<file path="src/rtl/charge_port_pkg.sv">
// charge_port_pkg: pin codes, register map, timing counts
// assumes one free-running 40 MHz clock for the whole block
`default_nettype none
package charge_port_pkg;
  // ********
  // clock and times (ms or ns)
  // ********
  localparam logic [63:0] CLK_KHZ     = 64'h9c40;
  localparam logic [63:0] FS_QUAL_MS  = 64'hea60;
  localparam logic [63:0] LOW_QUAL_MS = 64'h3a98;
  localparam logic [63:0] DISCH_MS    = 64'h7d0;
  localparam logic [63:0] GONE_NS     = 64'h9c4;
  localparam logic [63:0] FS_QUAL_CYC  = FS_QUAL_MS * CLK_KHZ;
  localparam logic [63:0] LOW_QUAL_CYC = LOW_QUAL_MS * CLK_KHZ;
  localparam logic [63:0] DISCH_CYC    = DISCH_MS * CLK_KHZ;
  localparam logic [7:0]  GONE_CYC     =
    8'((GONE_NS * CLK_KHZ + 64'hf423f) / 64'hf4240);
  // ********
  // mode pin codes, {a,b,c}
  // ********
  localparam logic [2:0] CODE_CDP           = 3'h7;
  localparam logic [2:0] CODE_AUTO_CHARGE   = 3'h3;
  localparam logic [2:0] CODE_STD_FIRST     = 3'h2;
  localparam logic [2:0] CODE_STD_FIRST_ALT = 3'h6;
  localparam logic [2:0] CODE_DEEP_SLEEP    = 3'h1;
  localparam logic       SEL_DEEP_SLEEP     = 1'h1;
  // ********
  // register map
  // ********
  localparam logic [3:0] ADDR_CTRL   = 4'h0;
  localparam logic [3:0] ADDR_EVENTS = 4'h4;
  localparam logic [3:0] ADDR_MASK   = 4'h8;
  localparam logic [3:0] ADDR_STATE  = 4'hc;
  localparam logic [1:0] CTRL_RESET  = 2'h3;
  localparam int CTRL_SUPPLY_BIT = 0;
  localparam int CTRL_OVR_BIT    = 1;
  localparam int NUM_EV          = 7;
  localparam logic [6:0] MASK_RESET = 7'h00;
  localparam int EV_OVERRIDE   = 0;
  localparam int EV_LS         = 1;
  localparam int EV_FS         = 2;
  localparam int EV_HS         = 3;
  localparam int EV_ST_ASSERT  = 4;
  localparam int EV_ST_RELEASE = 5;
  localparam int EV_MODE_DISCH = 6;
  // attach class, also the line classifier state
  typedef enum logic [2:0] {CLS_NONE, CLS_LS, CLS_FS_PEND, CLS_FS, CLS_HS} class_t;
endpackage
`default_nettype wire

</file>
<file path="src/rtl/line_classifier.sv">
// line_classifier: low/full/high speed attach recognition on the data lines
// assumes dp_i, dm_i already synchronised; en_i from same clock
`default_nettype none
module line_classifier #(
  parameter logic [31:0] fs_qual_p = 32'(charge_port_pkg::FS_QUAL_CYC)
) (
  input  wire logic               clk_i,
  input  wire logic               resetn_i,
  input  wire logic               en_i,
  input  wire logic               dp_i,
  input  wire logic               dm_i,
  output var charge_port_pkg::class_t class_o
);
  import charge_port_pkg::*;
  class_t      st_ff;
  logic [31:0] cnt_ff;
  logic [7:0]  gone_ff;
  logic        gone;
  assign gone    = gone_ff == GONE_CYC;
  assign class_o = st_ff;

  // both lines low long enough: unplugged, short eop ignored
  always_ff @(posedge clk_i) begin
    if (!resetn_i || dp_i || dm_i) gone_ff <= 8'h0;
    else if (!gone) gone_ff <= gone_ff + 8'h1;
  end

  always_ff @(posedge clk_i) begin
    if (!resetn_i || st_ff != CLS_FS_PEND) cnt_ff <= 32'h0;
    else cnt_ff <= cnt_ff + 32'h1;
  end

  always_ff @(posedge clk_i) begin
    if (!resetn_i || !en_i) begin
      st_ff <= CLS_NONE;
    end else begin
      unique case (st_ff)
        CLS_NONE: begin
          if (dm_i) st_ff <= CLS_LS;
          else if (dp_i) st_ff <= CLS_FS_PEND;
        end
        CLS_LS, CLS_FS: if (gone) st_ff <= CLS_NONE;
        CLS_FS_PEND: begin
          if (!dp_i) st_ff <= CLS_HS;
          else if (cnt_ff == fs_qual_p - 32'h1) st_ff <= CLS_FS;
        end
        CLS_HS: st_ff <= CLS_HS;
      endcase
    end
  end
endmodule // line_classifier
`default_nettype wire

</file>
<file path="src/rtl/load_detect.sv">
// load_detect: deep-sleep load detection driving the supply select
// assumes low_i, limit_i already synchronised comparator levels
`default_nettype none
module load_detect #(
  parameter logic [31:0] low_qual_p = 32'(charge_port_pkg::LOW_QUAL_CYC),
  parameter logic [31:0] disch_p    = 32'(charge_port_pkg::DISCH_CYC)
) (
  input  wire logic clk_i,
  input  wire logic resetn_i,
  input  wire logic en_i,
  input  wire logic low_i,
  input  wire logic limit_i,
  output logic      status_n_o,
  output logic      low_limit_o,
  output logic      disch_o
);
  import charge_port_pkg::*;
  typedef enum logic [1:0] {L_OFF, L_CHARGE, L_LOW, L_DISCH} load_state_t;
  load_state_t st_ff;
  load_state_t nxt_st;
  logic [31:0] cnt_ff;
  logic        low_done;
  logic        disch_done;
  assign low_done   = low_i && (cnt_ff == low_qual_p - 32'h1);
  assign disch_done = cnt_ff == disch_p - 32'h1;

  always_comb begin
    nxt_st = st_ff;
    if (!en_i) begin
      nxt_st = L_OFF;
    end else begin
      unique case (st_ff)
        L_OFF:    nxt_st = L_CHARGE;
        L_CHARGE: if (low_done) nxt_st = L_LOW;
        L_LOW:    if (limit_i) nxt_st = L_DISCH;
        L_DISCH:  if (disch_done) nxt_st = L_CHARGE;
      endcase
    end
  end

  always_ff @(posedge clk_i) begin
    if (!resetn_i || nxt_st != st_ff) cnt_ff <= 32'h0;
    else if (st_ff == L_CHARGE && !low_i) cnt_ff <= 32'h0;
    else if (st_ff != L_LOW) cnt_ff <= cnt_ff + 32'h1;
  end

  always_ff @(posedge clk_i) begin
    if (!resetn_i) begin
      st_ff       <= L_OFF;
      status_n_o  <= 1'h1;
      low_limit_o <= 1'h0;
      disch_o     <= 1'h0;
    end else begin
      st_ff <= nxt_st;
      status_n_o <= !(nxt_st == L_CHARGE || nxt_st == L_DISCH);
      low_limit_o <= nxt_st == L_LOW;
      disch_o <= nxt_st == L_DISCH;
    end
  end
endmodule // load_detect
`default_nettype wire

</file>
<file path="src/rtl/charge_port_wake_load_detect.sv">
// charge_port_wake_load_detect: mode pin tracking with wake override,
// data line attach recognition, deep-sleep load detect, wishbone registers
// assumes one free-running 40 MHz clock; all pin inputs are asynchronous
//
// Overview of operation
// - 111 to 011: keep data mode
// - 010 to 011: keep data mode
// - intermediate 111 obeyed, output discharged
// - watch data lines only in sdp/cdp
// - d+ falling after connect means high speed
// - full speed wake only after 60 s
// - return from 011 accepted any time
// - deep sleep: status low while charging
// - below 45 ma 15 s: release status
// - over 55 ma in low power: reassert
// - discharge 2 s, then high limit
//
// The register addresses and the Wishbone slave port were left to the implementer.
`default_nettype none
module charge_port_wake_load_detect #(
  parameter logic [31:0] fs_qual_p  = 32'(charge_port_pkg::FS_QUAL_CYC),
  parameter logic [31:0] low_qual_p = 32'(charge_port_pkg::LOW_QUAL_CYC),
  parameter logic [31:0] disch_p    = 32'(charge_port_pkg::DISCH_CYC)
) (
  input  wire logic        clk_i,
  input  wire logic        resetn_i,
  input  wire logic        mode_pin_a_i,
  input  wire logic        mode_pin_b_i,
  input  wire logic        mode_pin_c_i,
  input  wire logic        limit_select_pin_i,
  input  wire logic        dp_i,
  input  wire logic        dm_i,
  input  wire logic        load_low_i,
  input  wire logic        limit_hit_i,
  input  wire logic        wb_cyc_i,
  input  wire logic        wb_stb_i,
  input  wire logic        wb_we_i,
  input  wire logic [3:0]  wb_adr_i,
  input  wire logic [3:0]  wb_sel_i,
  input  wire logic [31:0] wb_dat_i,
  output logic [31:0]      wb_dat_o,
  output logic             wb_ack_o,
  output logic             irq_o,
  output logic             supply_select_wake_n_o,
  output logic             low_limit_o,
  output logic             out_discharge_o,
  output logic [2:0]       mode_code_o,
  output logic             wake_hold_o,
  output logic             ls_wake_o,
  output logic             fs_wake_o,
  output logic             hs_seen_o
);
  import charge_port_pkg::*;

  // ********
  // pin synchronisers
  // ********
  logic [7:0] meta_ff;
  logic [7:0] pin_ff;

  always_ff @(posedge clk_i) begin
    if (!resetn_i) begin
      meta_ff <= 8'h00;
      pin_ff  <= 8'h00;
    end else begin
      meta_ff <= {load_low_i, limit_hit_i, dm_i, dp_i,
                  limit_select_pin_i, mode_pin_a_i, mode_pin_b_i, mode_pin_c_i};
      pin_ff  <= meta_ff;
    end
  end

  logic [2:0] code;
  logic       sel;
  assign code = pin_ff[2:0];
  assign sel  = pin_ff[3];

  // ********
  // registers seen by the bus
  // ********
  logic [1:0]        ctrl_ff;
  logic [NUM_EV-1:0] mask_ff;
  logic [NUM_EV-1:0] sts_ff;
  logic [NUM_EV-1:0] ev;
  logic              irq_ff;
  logic              ack_ff;
  logic [31:0]       dat_ff;

  // ********
  // mode pin tracking and wake override
  // ********
  logic [2:0] prev_code_ff;
  logic [2:0] held_code_ff;
  logic [2:0] eff_code_ff;
  logic [2:0] nxt_eff_code;
  logic       hold_ff;
  logic       ovr_trig;
  logic       cdp_entry;
  logic       deep_sleep;

  always_ff @(posedge clk_i) begin
    if (!resetn_i) prev_code_ff <= 3'h0;
    else prev_code_ff <= code;
  end

  // from cdp or first standard code, select pin ignored
  // the two-pin 110 move is not caught here
  assign ovr_trig = ctrl_ff[CTRL_OVR_BIT] && (code == CODE_AUTO_CHARGE) &&
                    ((prev_code_ff == CODE_CDP) ||
                     (prev_code_ff == CODE_STD_FIRST));

  // any arrival at 111 is a real command
  assign cdp_entry = (code == CODE_CDP) && (prev_code_ff != CODE_CDP);

  assign deep_sleep = (code == CODE_DEEP_SLEEP) && (sel == SEL_DEEP_SLEEP);

  always_ff @(posedge clk_i) begin
    if (!resetn_i) begin
      hold_ff      <= 1'h0;
      held_code_ff <= 3'h0;
    end else if (ovr_trig) begin
      hold_ff      <= 1'h1;
      held_code_ff <= prev_code_ff;
    end else if (code != CODE_AUTO_CHARGE) begin
      // no deadline, any leave ends hold
      hold_ff      <= 1'h0;
    end
  end

  always_comb begin
    nxt_eff_code = code;
    if (ovr_trig) nxt_eff_code = prev_code_ff;
    else if (hold_ff && code == CODE_AUTO_CHARGE) nxt_eff_code = held_code_ff;
  end

  always_ff @(posedge clk_i) begin
    if (!resetn_i) eff_code_ff <= 3'h0;
    else eff_code_ff <= nxt_eff_code;
  end

  // ********
  // discharge on cdp entry
  // ********
  logic        mdis_ff;
  logic [31:0] mdis_cnt_ff;

  always_ff @(posedge clk_i) begin
    if (!resetn_i) begin
      mdis_ff     <= 1'h0;
      mdis_cnt_ff <= 32'h0;
    end else if (cdp_entry) begin
      mdis_ff     <= 1'h1;
      mdis_cnt_ff <= 32'h0;
    end else if (mdis_ff) begin
      mdis_ff     <= mdis_cnt_ff != disch_p - 32'h1;
      mdis_cnt_ff <= mdis_cnt_ff + 32'h1;
    end
  end

  // ********
  // data line watch
  // ********
  logic   mon_en_ff;
  class_t cls;

  always_ff @(posedge clk_i) begin
    if (!resetn_i) mon_en_ff <= 1'h0;
    else mon_en_ff <= (nxt_eff_code == CODE_CDP) ||
                      (nxt_eff_code == CODE_STD_FIRST) ||
                      (nxt_eff_code == CODE_STD_FIRST_ALT);
  end

  line_classifier #(
    .fs_qual_p (fs_qual_p)
  ) u_line (
    .clk_i    (clk_i),
    .resetn_i (resetn_i),
    .en_i     (mon_en_ff),
    .dp_i     (pin_ff[4]),
    .dm_i     (pin_ff[5]),
    .class_o  (cls)
  );

  logic ls_ff;
  logic fs_ff;
  logic hs_ff;

  always_ff @(posedge clk_i) begin
    if (!resetn_i) begin
      ls_ff <= 1'h0;
      fs_ff <= 1'h0;
      hs_ff <= 1'h0;
    end else begin
      ls_ff <= cls == CLS_LS;
      fs_ff <= cls == CLS_FS;
      hs_ff <= cls == CLS_HS;
    end
  end

  // ********
  // deep sleep load detect
  // ********
  logic ld_en_ff;
  logic ld_status_n;
  logic ld_low_limit;
  logic ld_disch;
  logic stat_prev_ff;
  logic disch_ff;

  // only in deep sleep, gated by software
  always_ff @(posedge clk_i) begin
    if (!resetn_i) ld_en_ff <= 1'h0;
    else ld_en_ff <= deep_sleep && ctrl_ff[CTRL_SUPPLY_BIT];
  end

  load_detect #(
    .low_qual_p (low_qual_p),
    .disch_p    (disch_p)
  ) u_load (
    .clk_i       (clk_i),
    .resetn_i    (resetn_i),
    .en_i        (ld_en_ff),
    .low_i       (pin_ff[7]),
    .limit_i     (pin_ff[6]),
    .status_n_o  (ld_status_n),
    .low_limit_o (ld_low_limit),
    .disch_o     (ld_disch)
  );

  always_ff @(posedge clk_i) begin
    if (!resetn_i) begin
      stat_prev_ff <= 1'h1;
      disch_ff     <= 1'h0;
    end else begin
      stat_prev_ff <= ld_status_n;
      disch_ff     <= mdis_ff || ld_disch;
    end
  end

  // ********
  // events and interrupt
  // ********
  always_comb begin
    ev                = {NUM_EV{1'h0}};
    ev[EV_OVERRIDE]   = ovr_trig;
    ev[EV_LS]         = (cls == CLS_LS) && !ls_ff;
    ev[EV_FS]         = (cls == CLS_FS) && !fs_ff;
    ev[EV_HS]         = (cls == CLS_HS) && !hs_ff;
    ev[EV_ST_ASSERT]  = !ld_status_n && stat_prev_ff;
    ev[EV_ST_RELEASE] = ld_status_n && !stat_prev_ff;
    ev[EV_MODE_DISCH] = cdp_entry;
  end

  // ********
  // wishbone slave, one wait state
  // ********
  logic        bus_hit;
  logic        wr_lo;
  logic [31:0] rdata;
  assign bus_hit = wb_cyc_i && wb_stb_i && !ack_ff;
  assign wr_lo   = bus_hit && wb_we_i && wb_sel_i[0];

  always_ff @(posedge clk_i) begin
    if (!resetn_i) ack_ff <= 1'h0;
    else ack_ff <= bus_hit;
  end

  always_comb begin
    unique case (wb_adr_i)
      ADDR_CTRL:   rdata = {30'h0, ctrl_ff};
      ADDR_EVENTS: rdata = {25'h0, sts_ff};
      ADDR_MASK:   rdata = {25'h0, mask_ff};
      ADDR_STATE:  rdata = {18'h0, disch_ff, ld_low_limit, ld_status_n, cls,
                            hold_ff, eff_code_ff, sel, code};
      default:     rdata = 32'h0;
    endcase
  end

  always_ff @(posedge clk_i) begin
    if (!resetn_i) dat_ff <= 32'h0;
    else if (bus_hit && !wb_we_i) dat_ff <= rdata;
    else dat_ff <= 32'h0;
  end

  always_ff @(posedge clk_i) begin
    if (!resetn_i) begin
      ctrl_ff <= CTRL_RESET;
      mask_ff <= MASK_RESET;
    end else if (wr_lo && wb_adr_i == ADDR_CTRL) begin
      ctrl_ff <= wb_dat_i[1:0];
    end else if (wr_lo && wb_adr_i == ADDR_MASK) begin
      mask_ff <= wb_dat_i[NUM_EV-1:0];
    end
  end

  // read clears; a same-cycle event survives
  always_ff @(posedge clk_i) begin
    if (!resetn_i) sts_ff <= {NUM_EV{1'h0}};
    else if (bus_hit && !wb_we_i && wb_adr_i == ADDR_EVENTS) sts_ff <= ev;
    else sts_ff <= sts_ff | ev;
  end

  always_ff @(posedge clk_i) begin
    if (!resetn_i) irq_ff <= 1'h0;
    else irq_ff <= |(sts_ff & mask_ff);
  end

  // ********
  // outputs
  // ********
  // the system switches supplies on this level
  assign supply_select_wake_n_o = ld_status_n;
  assign low_limit_o            = ld_low_limit;
  assign out_discharge_o        = disch_ff;
  assign mode_code_o            = eff_code_ff;
  assign wake_hold_o            = hold_ff;
  assign ls_wake_o              = ls_ff;
  assign fs_wake_o              = fs_ff;
  assign hs_seen_o              = hs_ff;
  assign irq_o                  = irq_ff;
  assign wb_ack_o               = ack_ff;
  assign wb_dat_o               = dat_ff;
endmodule // charge_port_wake_load_detect
`default_nettype wire

</file>
<file path="config.mk">
export PLATFORM = sky130hd
export DESIGN_NAME = charge_port_wake_load_detect
export DESIGN_NICKNAME = d
export VERILOG_FILES = /design/src/rtl/charge_port_pkg.sv /design/src/rtl/line_classifier.sv /design/src/rtl/load_detect.sv /design/src/rtl/charge_port_wake_load_detect.sv
export SDC_FILE = /design/constraint.sdc
export NUM_CORES = 1
export LEC_CHECK = 0
export BUFFER_PORTS_ARGS = -buffer_cell sky130_fd_sc_hd__buf_2
export CAP_MARGIN = 20
export CORE_UTILIZATION = 58
export CTS_CLUSTER_DIAMETER = 200
export DETAILED_ROUTE_END_ITERATION = 7
export PLACE_DENSITY_LB_ADDON = 0.3
export SYNTH_ARGS = -nofsm -noshare
export SYNTH_HDL_FRONTEND = slang
export SYNTH_SLANG_ARGS = --single-unit
</file>
<file path="constraint.sdc">
create_clock -name clk_i -period 3.27 [get_ports clk_i]
set_clock_uncertainty 0.15 [all_clocks]
set_input_delay 0.327 -clock clk_i [delete_from_list [all_inputs] [get_ports clk_i]]
set_output_delay 0.327 -clock clk_i [all_outputs]
set_load 0.005 [all_outputs]
</file>
# [Yosys cells after proc, flatten, opt, wreduce, memory -nomap -nowiden]
# Cells that the tools add are included.
[totals] regBits=196 input_bits=53 out_inout_bits=44 elab_cells=143
[op_classes] add_sub_neg=4 n_eq_ne=34 n_mux=19 bitwise=4 n_reduce_logical=53
[ops] cell="$add A32 B1 Y32 const B" count=3
[ops] cell="$pmux W14 S4" count=1
[ops] cell="$eq A32 B27 Y1 const B" count=1
[ops] cell="$eq A32 B30 Y1 const B" count=1
[ops] cell="$eq A32 B32 Y1 const B" count=1
[ops] cell="$ne A32 B27 Y1 const B" count=1
[ops] cell="$logic_and A1 B1 Y1" count=21
[ops] cell="$mux W3" count=7
[ops] cell="$eq A3 B2 Y1 const B" count=5
[ops] cell="$eq A3 B3 Y1 const B" count=5
[ops] cell="$pmux W3 S4" count=1
[ops] cell="$logic_not A1 Y1" count=11
[ops] cell="$logic_or A1 B1 Y1" count=10
[ops] cell="$ne A3 B2 Y1 const B" count=3
[ops] cell="$add A8 B1 Y8 const B" count=1
[ops] cell="$eq A2 B2 Y1 const B" count=4
[ops] cell="$eq A4 B4 Y1 const B" count=2
[ops] cell="$eq A8 B7 Y1 const B" count=1
[ops] cell="$mux W2" count=4
[ops] cell="$pmux W2 S4" count=1
[ops] cell="$and A7 B7 Y7" count=1
[ops] cell="$mux W7" count=1
[ops] cell="$or A7 B7 Y7" count=1
[ops] cell="$reduce_or A7 Y1" count=1
[ops] cell="16 further kinds" count=26

# [Longest topological paths before layout]
[depth] ltp_word=8 ltp_mapped=7 depth_no_buf=7

# [Cells and area by module]
# A second synthesis with hierarchy kept.
[hier_totals] cells_unflattened=882 hier_area_um2=7863.8
[modules_own_cells] module="charge_port_wake_load_detect" n_inst=1 cells_each=413 area_per_inst_um2=3930.0 seq_area_each_um2=1961.9
[modules_own_cells] module="line_classifier" n_inst=1 cells_each=254 area_per_inst_um2=2127.0 seq_area_each_um2=860.8
[modules_own_cells] module="load_detect" n_inst=1 cells_each=215 area_per_inst_um2=1806.7 seq_area_each_um2=740.7

# [Worst setup path before layout]
# OpenSTA, ideal clock, no wires.
[synth_timing] path_type="register -> register" startpoint="register u_line.cnt_ff[11]" endpoint="register u_line.cnt_ff[31]" setup_ns=0.070 arrival_ns=2.155 t_required_ns=3.050 path_slack_ns=0.895 stages_incl_launch_ff=7 period_less_slack_ns=2.375 path_cell_list="dfxtp_1 > nand3_2 > or4_4 > or4_1 > buf_2 > or3_1 > a21oi_1"
[synth_between] elab_chain_cells=1
[synth_lines] element="from (decl)" line="line_classifier.sv:16" text="logic [31:0] cnt_ff;"
[synth_lines] element="from (signal assigned)" line="line_classifier.sv:30" text="else cnt_ff <= cnt_ff + 32'h1;"
[synth_lines] element="$add A32 B1 Y32" line="line_classifier.sv:30"
# Every way passes these cells.
# A chain may end at the register's enable or synchronous reset.

# [Final worst setup path]
[layout_timing] startpoint="register u_load.cnt_ff[12]" endpoint="register u_load.cnt_ff[11]"
[layout_between] elab_chain_cells=8 word_cells_on_any_way=10 classes_between="eq/ne: 3; mux: 4; reduce/logical: 3"
[layout_lines] element="from (decl)" line="load_detect.sv:21" text="logic [31:0] cnt_ff;"
[layout_lines] element="from (signal assigned)" line="load_detect.sv:44" text="else if (st_ff != L_LOW) cnt_ff <= cnt_ff + 32'h1;"
[layout_lines] element="$eq A32 B30 Y1" line="load_detect.sv:24" text="assign low_done = low_i && (cnt_ff == low_qual_p - 32'h1);"
[layout_lines] element="$logic_and A1 B1 Y1" line="load_detect.sv:24"
[layout_lines] element="$mux W2" line="load_detect.sv:34" text="L_CHARGE: if (low_done) nxt_st = L_LOW;"
[layout_lines] element="$pmux W2 S4 (*)" line="load_detect.sv:32" text="unique case (st_ff)"
[layout_lines] element="$mux W2 (*)" line="load_detect.sv:29" text="if (!en_i) begin"
[layout_lines] element="$ne A2 B2 Y1 (*)" line="load_detect.sv:42" text="if (!resetn_i || nxt_st != st_ff) cnt_ff <= 32'h0;"
[layout_lines] element="$logic_or A1 B1 Y1 (*)" line="load_detect.sv:42"
[layout_lines] element="$reduce_or A2 Y1 (no source line) (*)"
# Mark *: on every way between the ends. The rest lies on a longest branch, timed or not.

==> results.md <==
- Status: finished clean
- Min-delay worst type: in -> reg
- Crit Path Max Fanout: 24
- Routed wire length: 15.1 mm
- # rows: 41
- Distinct cells, synth: 60
- Worst setup path category: reg -> reg
- Routed via count: 5933
- Mapped Cells: 841
- GR Overflow Total: 0
- Die height: 116 um
- Crit path required time: 3440 ps
- Hold_buf cts: 14
- Crit share post-route: 86.9%
- Startpoint Class: flip-flop
- Routability cong.: 0.869
- Setup bufs post-CTS: 0
- Hold slack: 18.0 ps
- TritonCTS buffer count: 17
- Post-cts sizing count: 0
- FILL cells: 999
- Core area: 0.0127 sq mm
- Vias in the first global route: 5271
- HPWL Detailed: 9.82 mm
- Fraction of registers with async set/reset: 0%
- Worst Max-Slew Pin Slew: 762 ps
- Dpl cell area: 0.00791 sq mm
- Antenna Cells: 0
- Crit path DAT: 3010 ps
- Ranking of synthesized cells by area: dfxtp_1, nor2_1, xor2_1, xnor2_1, nand4_1
- Multi-input logic area: 0.00373 sq mm
- Vias per inst: 5.44
- Register area: 0.00356 sq mm
- Seq/Total Area, Yosys: 47.3%
- Slew headroom: 48.7%
- Unrepaired setup endpoints after global routing: false
- Yosys warns: 0
- Worst-skew pair later-pin latency: 430 ps
- Area of the die: 0.0135 sq mm
- CTS root buffer: clkbuf_16
- Remaining DRCs: 0
- Layout Nets: 965
- Count leader, synth: dfxtp_1
- Worst hold path stage count: 3
- Largest net degree at the start of global routing: 33
- Fin. Hold Viols: 0
- R2R depth: 6
- Syn avg cell area: 8.97 sq um
- Pleak: 3.22 nW
- Sink Count: 178
- Crit end category: flip-flop
- Router iterations before antenna repair: 4
- VDD IR max: 0.000330 V
- Die Wd: 116 um
- Pwr Density: 512 mW/mm^2
- Longest Clk Path Bufs: 2
- Synth Flop Type: dfxtp_1
- Final max-slew violation count: 0
- IO buf count: 50
- Antenna violations before repair: 0
- Final instance area: 0.00870 sq mm
- Number of max-cap violations: 0
- Reg clk slew, reported paths: 60 ps
- Post-synth top cells: dfxtp_1, nor2_1, nand2_1, xor2_1, nand4_1
- First-pass GRT wire length: 24.9 mm
- #FFs+latches synth: 178
- IO Pins: 97
- Initial Util: 59.5%
- Fin util: 68.7%
- Post-DR wirelength/cell: 13.8 um
- Highest clock rate: 352 MHz
- H-tree depth: 4
- GRT Overall Usage: 23.5%
- Post-route ant nets: 0
- Post-route setup TNS: 0 ps
- Post-synth EDFFs: 0
- Tmin final: 2840 ps
- 1st-iter DRT viols: 391
- Area leader, netlist: dfxtp_1
- Area share of the largest cell type after synthesis: 47.3%
- Synthesized area: 0.00754 sq mm
- Area Growth Syn to Fin: 15.4%
- Fraction of layout cells with a size suffix above 1: 12.0%
- Final setup vio count: 0
- CTS tree: done
==> final cells by class <==
type                    instances  area share [%]
clock buffers                  18            5.05
multi-input cells             618            42.8
clock inverters                13            2.10
flip-flops and latches        178            41.0
well taps                     172            2.47
inverters                      16           0.690
repair buffers                 76            5.90
==> cells in the final DEF (no fill, tap or decap), types with 4 or more instances in the layout <==
cell type	synthesis	routed
dfxtp_1	178	178
nor2_1	133	133
nand2_1	58	58
xor2_1	55	55
buf_2	4	50
nand4_1	46	46
nand3_1	38	38
xnor2_1	34	34
and2_1	28	28
a21oi_1	26	26
and3_1	18	18
nor4_1	18	18
conb_1	1	18
nor3_1	17	17
clkbuf_16	0	17
o21ai_0	16	16
inv_1	15	15
dlygate4sd3_1	0	14
or3_1	12	12
mux2i_1	11	11
buf_4	18	10
nor2b_1	8	8
nor4b_1	8	8
a22oi_1	8	8
and4_1	7	7
mux2_2	5	5
nand2b_1	5	5
ha_1	5	5
or4_1	4	4
clkinvlp_4	0	4
bufinv_16	0	4
==> per-layer routing <==
| metal | vias to the layer above | global-route usage, % | share of wire (%) |
|---|---|---|---|
| met2 | 103 | 37.9 | 49 |
| met4 | 0 | 9.06 | 1.4 |
| met1 | 2801 | 30.3 | 46 |
| li1 | 3009 | - | - |
| met5 | - | 0 | 0 |
| met3 | 20 | 5.70 | 3.7 |
==> through the flow <==
step	cells	worst slack, ps	total power, mW
final	1091	429	4.45
after CTS	1090	447	4.49
after detailed placement	1045	622	2.35
after floorplan	858	895	2.33
after global routing	1091	267	4.60
after global placement	1045	629	2.35
==> worst max-delay path, stage by stage, from the launching register on <==
cell	delay, ps
dfxtp_1	360
or4b_2	690
nor4_1	630
a21oi_1	120
o2111ai_2	480
buf_12	230
nor2_1	60
==> registers in the layout (all words and copies together) (netlist names), 3 cells and up <==
name            count
mode_code_o         3
u_line.gone_ff      8
held_code_ff        3
mask_ff             7
u_line.class_o      3
prev_code_ff        3
u_load.cnt_ff      32
meta_ff             8
mdis_cnt_ff        32
u_line.cnt_ff      32
wb_dat_o           14
pin_ff              8
sts_ff              7
==> kinds of logic after synthesis <==
| logic type | Yosys count | share of synthesized area [%] |
|---|---|---|
| and+or+nand+nor | 422 | 29.2 |
| DFF | 178 | 47.3 |
| xor gates and xnor gates | 89 | 10.3 |
| AOI/OAI and AO/OA | 66 | 5.28 |
| buffers and inverters | 62 | 4.25 |
| muxes | 18 | 2.80 |
| adders and majority gates | 5 | 0.830 |
| other | 1 | 0.0497 |
==> report_power, final <==
part	internal (mW)	total, mW	leakage [nW]	switching [mW]
Clock	1.29	2.13	0.295	0.835
Sequential	2.19	2.20	1.44	0.0151
Combinational	0.0543	0.119	1.48	0.0651
==> final timing paths <==
kind | startpoint | endpoint | slack [ps]
min reg2reg | meta_ff[6] | pin_ff[6] | 290
min | wb_dat_i[5] | mask_ff[5] | 20
max reg2reg | u_load.cnt_ff[12] | u_load.cnt_ff[11] | 430
max | u_load.cnt_ff[12] | u_load.cnt_ff[11] | 430
No activity file was read; power rests on OpenSTA's default activity.
